$ cat src/inc/ttc_pkg.sv
// Operation
// timers tick clock/12, or /6 turbo
// twelve-clock option overrides all turbo bits
// function bit picks timer or counter
// two mode bits per timer select mode
// 13-bit mode uses high byte plus five
// count needs run and gate/int pin
// counter function counts pin falling edges
// 13-bit wrap to zero sets flag
// 16-bit wrap FFFF to zero sets flag
// 8-bit mode reloads low from high
// split: high byte uses timer one controls
// split mode freezes timer one
// timer one runs without run/flag bits
// third timer counts clock or pin
// capture mode: up count, wrap flag
// capture pin edge latches count, flags
// reload mode: wrap or pin reloads
// up/down direction from capture pin level
// down count reloads FFFF at match
// up/down reload: flag, toggle external flag
// baud mode reloads without overflow flag
// baud mode pin edge sets external flag
// flags sticky; writes land next clock
package ttc_pkg;
  localparam int AW = 8;
  // register offsets (byte addresses)
  localparam logic [7:0] OFS_MODE = 8'h00;
  localparam logic [7:0] OFS_CTRL = 8'h04;
  localparam logic [7:0] OFS_CLK = 8'h08;
  localparam logic [7:0] OFS_CNT0 = 8'h0c;
  localparam logic [7:0] OFS_CNT1 = 8'h10;
  localparam logic [7:0] OFS_CNT2 = 8'h14;
  localparam logic [7:0] OFS_RCAP = 8'h18;
  localparam logic [7:0] OFS_T2CTRL = 8'h1c;
  localparam logic [7:0] OFS_T2MODE = 8'h20;
  // timer_mode_reg fields
  localparam int MODE0_LO = 0;
  localparam int CT0 = 2;
  localparam int GATE0 = 3;
  localparam int MODE1_LO = 4;
  localparam int CT1 = 6;
  localparam int GATE1 = 7;
  // timer_control_reg fields
  localparam int RUN0 = 4;
  localparam int OVF0 = 5;
  localparam int RUN1 = 6;
  localparam int OVF1 = 7;
  // clock_control_reg fields
  localparam int OPT12 = 0;
  localparam int TURBO0 = 3;
  localparam int TURBO1 = 4;
  localparam int TURBO2 = 5;
  // third_timer_ctrl_reg fields
  localparam int CPRL = 0;
  localparam int CTS2 = 1;
  localparam int RUN2 = 2;
  localparam int EXEN = 3;
  localparam int TXB = 4;
  localparam int RXB = 5;
  localparam int EXF = 6;
  localparam int OVF2 = 7;
  // third_timer_mode_reg field
  localparam int DOWN_EN = 0;
  // synchronised pin indices
  localparam int NPIN = 6;
  localparam int P_CNT0 = 0;
  localparam int P_CNT1 = 1;
  localparam int P_CNT2 = 2;
  localparam int P_EX = 3;
  localparam int P_I0 = 4;
  localparam int P_I1 = 5;
  // prescale: machine cycle of twelve clocks
  localparam logic [3:0] PRE_LAST = 4'hb;
  localparam logic [3:0] PRE_HALF = 4'h5;
  localparam logic [1:0] MD13 = 2'h0;
  localparam logic [1:0] MD16 = 2'h1;
  localparam logic [1:0] MD8R = 2'h2;
  localparam logic [1:0] MDSPLIT = 2'h3;
  localparam logic [15:0] ALL1 = 16'hffff;
  localparam logic [7:0] RST8 = 8'h00;
  localparam logic [15:0] RST16 = 16'h0000;
endpackage : ttc_pkg

$ cat src/design/ttc_timer_unit.sv
// The register addresses and the APB interface to the registers were left to the implementer.
`timescale 1ns/1ps
`default_nettype none
module ttc_timer_unit (
  input wire logic pclk,
  input wire logic presetn,
  input wire logic psel,
  input wire logic penable,
  input wire logic pwrite,
  input wire logic [ttc_pkg::AW-1:0] paddr,
  input wire logic [31:0] pwdata,
  output logic [31:0] prdata,
  output logic pready,
  output logic pslverr,
  input wire logic timer_zero_count_pin,
  input wire logic timer_one_count_pin,
  input wire logic third_timer_count_pin,
  input wire logic capture_direction_pin,
  input wire logic ext_irq_zero_pin,
  input wire logic ext_irq_one_pin,
  output logic timer_zero_ovf,
  output logic timer_one_ovf,
  output logic third_timer_ovf,
  output logic third_ext_req
);
  // ----------------------------------------
  // state
  // ----------------------------------------
  logic [7:0] timer_mode_reg, next_timer_mode_reg;
  logic [7:0] timer_control_reg, next_timer_control_reg;
  logic [7:0] clock_control_reg, next_clock_control_reg;
  logic [7:0] third_timer_ctrl_reg, next_third_timer_ctrl_reg;
  logic [7:0] third_timer_mode_reg, next_third_timer_mode_reg;
  logic [15:0] count0, next_count0;
  logic [15:0] count1, next_count1;
  logic [15:0] count2, next_count2;
  logic [15:0] reload_capture, next_reload_capture;
  logic [3:0] pre, next_pre;
  logic [31:0] next_prdata;
  logic next_pready, next_pslverr, next_ext_req;
  logic [ttc_pkg::NPIN-1:0] pins, s1, s2, s3;
  logic [ttc_pkg::NPIN-1:0] next_s1, next_s2, next_s3;
  // ----------------------------------------
  // combinational helpers
  // ----------------------------------------
  logic tick12, tick6, tk0, tk1, tk2;
  logic [ttc_pkg::NPIN-1:0] fall;
  logic split0, en0, en1, src0, src1, inc0, inc1, inc2;
  logic ov0, ov1, baud, updown, edge2, wr, rd_setup;
  logic [16:0] st0, st1;
  logic [1:0] md0, md1;

  // count low five bits, whole word or low byte used as 13-bit/16-bit/8-bit step by mode
  function automatic logic [16:0] step(input logic [1:0] md,
                                       input logic [15:0] c);
    logic [5:0] lo5;
    logic [8:0] lo8;
    logic [16:0] r;
    lo5 = {1'b0, c[4:0]} + 6'h01;
    lo8 = {1'b0, c[7:0]} + 9'h001;
    r = {1'b0, c};
    case (md)
      // R05 13-bit layout
      ttc_pkg::MD13: begin
        if (lo5[5]) begin
          r = {c[15:8] == 8'hff, c[15:8] + 8'h01, c[7:5], 5'h00};
        end else begin
          r = {1'b0, c[15:5], lo5[4:0]};
        end
      end
      // full 16-bit wrap
      ttc_pkg::MD16: r = {c == ttc_pkg::ALL1, c + 16'h0001};
      // low byte reloads from high
      ttc_pkg::MD8R: begin
        if (lo8[8]) begin
          r = {1'b1, c[15:8], c[15:8]};
        end else begin
          r = {1'b0, c[15:8], lo8[7:0]};
        end
      end
      default: r = {lo8[8], c[15:8], lo8[7:0]};
    endcase
    return r;
  endfunction : step

  // ----------------------------------------
  // pin synchronisers
  // ----------------------------------------
  assign pins = {ext_irq_one_pin, ext_irq_zero_pin, capture_direction_pin,
                 third_timer_count_pin, timer_one_count_pin,
                 timer_zero_count_pin};

  // third stage only feeds the edge detect; s1 read by s2 alone
  genvar gi;
  generate
    for (gi = 0; gi < ttc_pkg::NPIN; gi++) begin : g_sync
      always_comb begin
        next_s1[gi] = pins[gi];
        next_s2[gi] = s1[gi];
        next_s3[gi] = s2[gi];
        // falling edge of pin
        fall[gi] = s3[gi] & ~s2[gi];
      end
    end
  endgenerate

  always_ff @(posedge pclk or negedge presetn) begin
    if (!presetn) begin
      s1 <= '0;
      s2 <= '0;
      s3 <= '0;
    end else begin
      s1 <= next_s1;
      s2 <= next_s2;
      s3 <= next_s3;
    end
  end

  // ----------------------------------------
  // timers and register file
  // ----------------------------------------
  always_comb begin
    next_timer_mode_reg = timer_mode_reg;
    next_timer_control_reg = timer_control_reg;
    next_clock_control_reg = clock_control_reg;
    next_third_timer_ctrl_reg = third_timer_ctrl_reg;
    next_third_timer_mode_reg = third_timer_mode_reg;
    next_count0 = count0;
    next_count1 = count1;
    next_count2 = count2;
    next_reload_capture = reload_capture;
    // machine-cycle prescale
    tick12 = (pre == ttc_pkg::PRE_LAST);
    tick6 = tick12 | (pre == ttc_pkg::PRE_HALF);
    next_pre = tick12 ? 4'h0 : pre + 4'h1;
    // option forces divide by twelve
    tk0 = clock_control_reg[ttc_pkg::OPT12] ? tick12 :
          (clock_control_reg[ttc_pkg::TURBO0] ? tick6 : tick12);
    tk1 = clock_control_reg[ttc_pkg::OPT12] ? tick12 :
          (clock_control_reg[ttc_pkg::TURBO1] ? tick6 : tick12);
    tk2 = clock_control_reg[ttc_pkg::OPT12] ? tick12 :
          (clock_control_reg[ttc_pkg::TURBO2] ? tick6 : tick12);
    // per-timer mode select
    md0 = timer_mode_reg[ttc_pkg::MODE0_LO +: 2];
    md1 = timer_mode_reg[ttc_pkg::MODE1_LO +: 2];
    split0 = (md0 == ttc_pkg::MDSPLIT);
    // timer or counter function
    src0 = timer_mode_reg[ttc_pkg::CT0] ? fall[ttc_pkg::P_CNT0] : tk0;
    src1 = timer_mode_reg[ttc_pkg::CT1] ? fall[ttc_pkg::P_CNT1] : tk1;
    // run and gate qualify counting
    en0 = timer_control_reg[ttc_pkg::RUN0] &
          (~timer_mode_reg[ttc_pkg::GATE0] | s2[ttc_pkg::P_I0]);
    // run bit dropped while timer zero split
    // split mode on timer one freezes it
    en1 = (split0 | timer_control_reg[ttc_pkg::RUN1]) &
          (~timer_mode_reg[ttc_pkg::GATE1] | s2[ttc_pkg::P_I1]) &
          (md1 != ttc_pkg::MDSPLIT);
    inc0 = en0 & src0;
    inc1 = en1 & src1;
    st0 = step(md0, count0);
    st1 = step(md1, count1);
    ov0 = inc0 & st0[16];
    ov1 = inc1 & st1[16];
    if (inc0) begin
      next_count0 = st0[15:0];
    end
    // high byte counts cycles on timer one controls
    if (split0 && timer_control_reg[ttc_pkg::RUN1] && tk0) begin
      next_count0[15:8] = count0[15:8] + 8'h01;
    end
    if (inc1) begin
      next_count1 = st1[15:0];
    end
    // third timer
    baud = third_timer_ctrl_reg[ttc_pkg::RXB] |
           third_timer_ctrl_reg[ttc_pkg::TXB];
    updown = ~baud & ~third_timer_ctrl_reg[ttc_pkg::CPRL] &
             third_timer_mode_reg[ttc_pkg::DOWN_EN];
    // clock or pin source
    inc2 = third_timer_ctrl_reg[ttc_pkg::RUN2] &
           (third_timer_ctrl_reg[ttc_pkg::CTS2] ? fall[ttc_pkg::P_CNT2] : tk2);
    edge2 = third_timer_ctrl_reg[ttc_pkg::EXEN] & fall[ttc_pkg::P_EX];
    // apb: no wait state, read data captured in setup, writes in access
    rd_setup = psel & ~penable;
    wr = psel & penable & pready & pwrite;
    next_pready = rd_setup;
    next_pslverr = 1'b0;
    next_prdata = 32'h0000_0000;
    // software write lands this edge, before hardware sets
    if (wr) begin
      case (paddr)
        ttc_pkg::OFS_MODE: next_timer_mode_reg = pwdata[7:0];
        ttc_pkg::OFS_CTRL: next_timer_control_reg = pwdata[7:0];
        ttc_pkg::OFS_CLK: next_clock_control_reg = pwdata[7:0];
        ttc_pkg::OFS_T2CTRL: next_third_timer_ctrl_reg = pwdata[7:0];
        ttc_pkg::OFS_T2MODE: next_third_timer_mode_reg = pwdata[7:0];
        default: next_pre = next_pre;
      endcase
    end
    if (baud) begin
      // auto-reload, no overflow flag
      if (inc2) begin
        next_count2 = (count2 == ttc_pkg::ALL1) ? reload_capture :
                      count2 + 16'h0001;
      end
      // pin edge sets external flag
      if (edge2) begin
        next_third_timer_ctrl_reg[ttc_pkg::EXF] = 1'b1;
      end
    end else if (third_timer_ctrl_reg[ttc_pkg::CPRL]) begin
      // free 16-bit up count
      if (inc2) begin
        next_count2 = count2 + 16'h0001;
        if (count2 == ttc_pkg::ALL1) begin
          next_third_timer_ctrl_reg[ttc_pkg::OVF2] = 1'b1;
        end
      end
      // capture on pin edge
      if (edge2) begin
        next_reload_capture = count2;
        next_third_timer_ctrl_reg[ttc_pkg::EXF] = 1'b1;
      end
    end else if (updown) begin
      if (inc2) begin
        // direction from pin level
        if (s2[ttc_pkg::P_EX]) begin
          next_count2 = count2 + 16'h0001;
          if (count2 == ttc_pkg::ALL1) begin
            next_count2 = reload_capture;
            // reload flags, external flag toggles
            next_third_timer_ctrl_reg[ttc_pkg::OVF2] = 1'b1;
            next_third_timer_ctrl_reg[ttc_pkg::EXF] =
              ~next_third_timer_ctrl_reg[ttc_pkg::EXF];
          end
        end else begin
          next_count2 = count2 - 16'h0001;
          // down count match reloads all ones
          if (count2 == reload_capture) begin
            next_count2 = ttc_pkg::ALL1;
            next_third_timer_ctrl_reg[ttc_pkg::OVF2] = 1'b1;
            next_third_timer_ctrl_reg[ttc_pkg::EXF] =
              ~next_third_timer_ctrl_reg[ttc_pkg::EXF];
          end
        end
      end
    end else begin
      // reload on wrap or pin edge
      if (inc2) begin
        next_count2 = count2 + 16'h0001;
        if (count2 == ttc_pkg::ALL1) begin
          next_count2 = reload_capture;
          next_third_timer_ctrl_reg[ttc_pkg::OVF2] = 1'b1;
        end
      end
      if (edge2) begin
        next_count2 = reload_capture;
        next_third_timer_ctrl_reg[ttc_pkg::EXF] = 1'b1;
      end
    end
    // overflow flag of timer zero
    if (ov0) begin
      next_timer_control_reg[ttc_pkg::OVF0] = 1'b1;
    end
    // split high byte owns timer one flag
    if (split0 && timer_control_reg[ttc_pkg::RUN1] && tk0 &&
        count0[15:8] == 8'hff) begin
      next_timer_control_reg[ttc_pkg::OVF1] = 1'b1;
    end
    // timer one flag only when not split
    if (ov1 && !split0) begin
      next_timer_control_reg[ttc_pkg::OVF1] = 1'b1;
    end
    // count writes win over the increment
    if (wr) begin
      case (paddr)
        ttc_pkg::OFS_CNT0: next_count0 = pwdata[15:0];
        ttc_pkg::OFS_CNT1: next_count1 = pwdata[15:0];
        ttc_pkg::OFS_CNT2: next_count2 = pwdata[15:0];
        ttc_pkg::OFS_RCAP: next_reload_capture = pwdata[15:0];
        default: next_pre = next_pre;
      endcase
    end
    // no external request in up/down mode
    next_ext_req = next_third_timer_ctrl_reg[ttc_pkg::EXF] & ~updown;
    if (rd_setup) begin
      case (paddr)
        ttc_pkg::OFS_MODE: next_prdata = {24'h0, timer_mode_reg};
        ttc_pkg::OFS_CTRL: next_prdata = {24'h0, timer_control_reg};
        ttc_pkg::OFS_CLK: next_prdata = {24'h0, clock_control_reg};
        ttc_pkg::OFS_CNT0: next_prdata = {16'h0, count0};
        ttc_pkg::OFS_CNT1: next_prdata = {16'h0, count1};
        ttc_pkg::OFS_CNT2: next_prdata = {16'h0, count2};
        ttc_pkg::OFS_RCAP: next_prdata = {16'h0, reload_capture};
        ttc_pkg::OFS_T2CTRL: next_prdata = {24'h0, third_timer_ctrl_reg};
        ttc_pkg::OFS_T2MODE: next_prdata = {24'h0, third_timer_mode_reg};
        default: next_pslverr = 1'b1;
      endcase
    end
  end

  always_ff @(posedge pclk or negedge presetn) begin
    if (!presetn) begin
      timer_mode_reg <= ttc_pkg::RST8;
      timer_control_reg <= ttc_pkg::RST8;
      clock_control_reg <= ttc_pkg::RST8;
      third_timer_ctrl_reg <= ttc_pkg::RST8;
      third_timer_mode_reg <= ttc_pkg::RST8;
      count0 <= ttc_pkg::RST16;
      count1 <= ttc_pkg::RST16;
      count2 <= ttc_pkg::RST16;
      reload_capture <= ttc_pkg::RST16;
      pre <= 4'h0;
      prdata <= 32'h0000_0000;
      pready <= 1'b0;
      pslverr <= 1'b0;
      third_ext_req <= 1'b0;
    end else begin
      timer_mode_reg <= next_timer_mode_reg;
      timer_control_reg <= next_timer_control_reg;
      clock_control_reg <= next_clock_control_reg;
      third_timer_ctrl_reg <= next_third_timer_ctrl_reg;
      third_timer_mode_reg <= next_third_timer_mode_reg;
      count0 <= next_count0;
      count1 <= next_count1;
      count2 <= next_count2;
      reload_capture <= next_reload_capture;
      pre <= next_pre;
      prdata <= next_prdata;
      pready <= next_pready;
      pslverr <= next_pslverr;
      third_ext_req <= next_ext_req;
    end
  end

  assign timer_zero_ovf = timer_control_reg[ttc_pkg::OVF0];
  assign timer_one_ovf = timer_control_reg[ttc_pkg::OVF1];
  assign third_timer_ovf = third_timer_ctrl_reg[ttc_pkg::OVF2];
endmodule : ttc_timer_unit
`default_nettype wire

$ cat config.mk
export PLATFORM = sky130hd
export DESIGN_NAME = ttc_timer_unit
export DESIGN_NICKNAME = d
export VERILOG_FILES = /design/src/inc/ttc_pkg.sv /design/src/design/ttc_timer_unit.sv
export SDC_FILE = /design/constraint.sdc
export NUM_CORES = 1
export LEC_CHECK = 0
export BUFFER_PORTS_ARGS = -buffer_cell sky130_fd_sc_hd__buf_2
export CAP_MARGIN = 0
export CORE_UTILIZATION = 35
export CTS_BUF_LIST = sky130_fd_sc_hd__clkbuf_4
export CTS_CLUSTER_SIZE = 24
export DETAILED_ROUTE_END_ITERATION = 8
export PLACE_DENSITY = 0.62
export SYNTH_ARGS = -nofsm -noshare
export SYNTH_HDL_FRONTEND = slang
export SYNTH_SLANG_ARGS = --single-unit
$ cat constraint.sdc
create_clock -name pclk -period 2.6 [get_ports pclk]
set_clock_uncertainty 0.05 [all_clocks]
set_input_delay 0 -clock pclk [delete_from_list [all_inputs] [get_ports pclk]]
set_output_delay 0 -clock pclk [all_outputs]
set_load 0.005 [all_outputs]
==> results.txt <==
Synth Flop Type = dfrtp_1
Initial DRC Count = 1,546
sinks on the clock net = 143
initial core utilization = 0.3567
Num CTS Buffers = 17
grt total ovfl = 0
delay of the slowest critical-path stage = 0.51 ns
Layout Nets = 1,337
Worst Path Required = 3.05 ns
final wirelength = 38,140 um
share of cells above drive strength 1 = 0.2146
Tmin final = 2.525 ns
number of global-route vias before repair = 9,722
Critical Path AT = 2.98 ns
#FFs+latches synth = 143
synth warn = 0
full die area = 29,070 um^2
count leader, synth = dfrtp_1
Post-Layout Cell Count = 1,670
RSZ-0062 raised after global routing = no
Period Utilization, post-route = 0.9713
crit path launch type = register
gr usage total = 0.2691
first-pass GRT wire length = 58,860 um
Vias = 10,301
Slew @ Worst Pin = 0.6581 ns
Detailed Place HPWL = 26,780 um
initial antenna violation count = 1
Slew headroom = 0.5551
DRC = 0
CTS tree = yes
htree depth = 4
clk buf depth = 2
Yosys top cell area share = 0.3601
mean routed wirelength per cell = 22.84 um
Worst setup EP type = register
Cell Pwr Density = 427.2 nW/um^2
core area = 27,860 um^2
Hold Vio Cnt, Final = 0
leakage = 4.737 nW
Clock transition at path regs = 0.17 ns
Yosys top cell by area = dfrtp_1
Area Growth Syn to Fin = 20.49%
Final Setup Violations = 0
VDD IR max = 0.2705 mV
Fmax = 396.0 MHz
placed insts = 1,597
IO Port Bufs = 56
Die Ht = 170.5 um
async set or reset register ratio after synthesis = 1.000
post-layout power = 5.114 mW
Final Max Tran Viols = 0
crit path cell chain = buf_12, inv_2, ha_4, or4b_4, or4_4, o31ai_4, a21o_1, o211ai_1, a22o_1
setup_tns = 0 ns
Row Count = 61
status = completed
Syn Inst Count = 1,154
GP Congestion = 0.9497
crit path kind = register to register
die width = 170.5 um
largest net degree at the start of global routing = 56
post-synth cell types = 86
crit path max fanout = 14
Design Area, Final = 11,970 um^2
largest cells by area after synthesis = dfrtp_1 (36%), a21oi_1 (4.1%), mux2_2 (4.1%), nor2_1 (3.7%), clkbuf_1 (3.1%)
final core occ = 0.4298
Max-cap violations = 0
Slowest cell on crit path = or4_4
Synth Cell Area = 9937 um^2
Via density = 6.168
clock root cell = clkbuf_4
1st-pass router iterations = 5
number of synthesized flops with an enable pin = 0
DRT antenna net count = 0
Avg Cell Area, Syn = 8.611 um^2
Skew-Pair Late Insertion Delay = 0.60 ns
top post-synthesis cells by count = dfrtp_1 (143), nor2_1 (97), a21oi_1 (82), clkbuf_1 (82), nand2_1 (70)
Cell Area, Placed = 11,150 um^2
Seq/Total Area, Yosys = 0.3601
number of I/O pins = 89
Hold Path Class = input port to register
[power breakdown]
group | total, mW | internal [mW] | switching [mW]
registers | 2.35 | 2.29 | 0.0651
logic | 1.11 | 0.446 | 0.664
clock network | 1.65 | 0.485 | 1.17
total | 5.11 | 3.22 | 1.90
[per-stage QoR]
stage | worst slack (ns) | hold slack (ns)
after floorplan | 0.02619 | -0.3456
after global placement | 0.08155 | -0.01988
after detailed placement | 0.05258 | -0.01756
after CTS | 0.02810 | 0.01853
after global routing | 0.004555 | 0.07113
final | 0.07453 | 0.08045
[kinds of logic after synthesis]
group,synth area share
AO/OA/AOI/OAI,0.2589
XOR/XNOR,0.03085
adder cells (fa/ha/maj),0.01007
buffers and inverters,0.06333
flip-flops,0.3601
multiplexers,0.06699
other,0.0003774
AND/OR/NAND/NOR,0.2094
[worst paths after layout]
check | from | endpoint | slack, ns | depth (start not counted)
max | count2[0]$_DFF_PN0_ | count2[12]$_DFF_PN0_ | 0.07 | 9
min | psel | prdata[4]$_DFF_PN0_ | 0.08 | 4
max reg2reg | count2[0]$_DFF_PN0_ | count2[12]$_DFF_PN0_ | 0.07 | 9
min reg2reg | next_s2[3]$_DFF_PN0_ | next_s3[3]$_DFF_PN0_ | 0.32 | 0
max in group asynchronous | presetn | timer_mode_reg[4]$_DFFE_PN0P_ | 1.68 | 4
min in group asynchronous | presetn | prdata[15]$_DFF_PN0_ | 0.49 | 4
[cell type report]
| cell class | instances | area (um^2) |
|---|---|---|
| Antenna cell | 1 | 2.502 |
| Clock buffer | 17 | 127.6 |
| Clock inverter | 15 | 206.4 |
| Fill cell | 2776 | 15890 |
| Inverter | 20 | 75.07 |
| Multi-Input combinational cell | 885 | 5864 |
| Sequential cell | 143 | 3580 |
| Tap cell | 378 | 473.0 |
| Timing Repair Buffer | 211 | 1644 |
[worst max-delay path: cells and delay by family, from the launching register on]
kind,cells,cell delay (ns)
fa+ha+maj,1,0.13
compound gates,4,0.56
simple gates,2,1.01
buf+inv,2,0.24
flops,1,0.44
[repair_timing]
action / in CTS / in global routing
buffers inserted: 0 / 1
gates resized for setup: 0 / 17
endpoints found under the hold margin: 261 / 0
setup endpoints to repair: 0 / 18
hold buffers: 39 / 0
[metal layers]
| metal | GRT usage | vias up | wire length [um] |
|---|---|---|---|
| li1 | - | 4634 | - |
| met1 | 0.3757 | 4947 | 16460 |
| met2 | 0.4020 | 611 | 16490 |
| met3 | 0.04719 | 109 | 3572 |
| met4 | 0.1277 | 0 | 1627 |
| met5 | 0 | - | 0 |
[layout by cell type, fill, tap and decap left out, types with 22 or more instances in the layout]
cell type / count
mux2_2: 36
a22oi_1: 30
nand4_1: 24
nor2_1: 96
buf_2: 55
mux2i_1: 25
o21ai_0: 58
buf_4: 109
a21oi_1: 82
dlygate4sd3_1: 38
nand3_1: 35
nor3_1: 25
and3_1: 22
dfrtp_1: 142
nand2_1: 70
a31oi_1: 39
xor2_1: 25
Note: power is estimated with default switching activity, not from simulation.
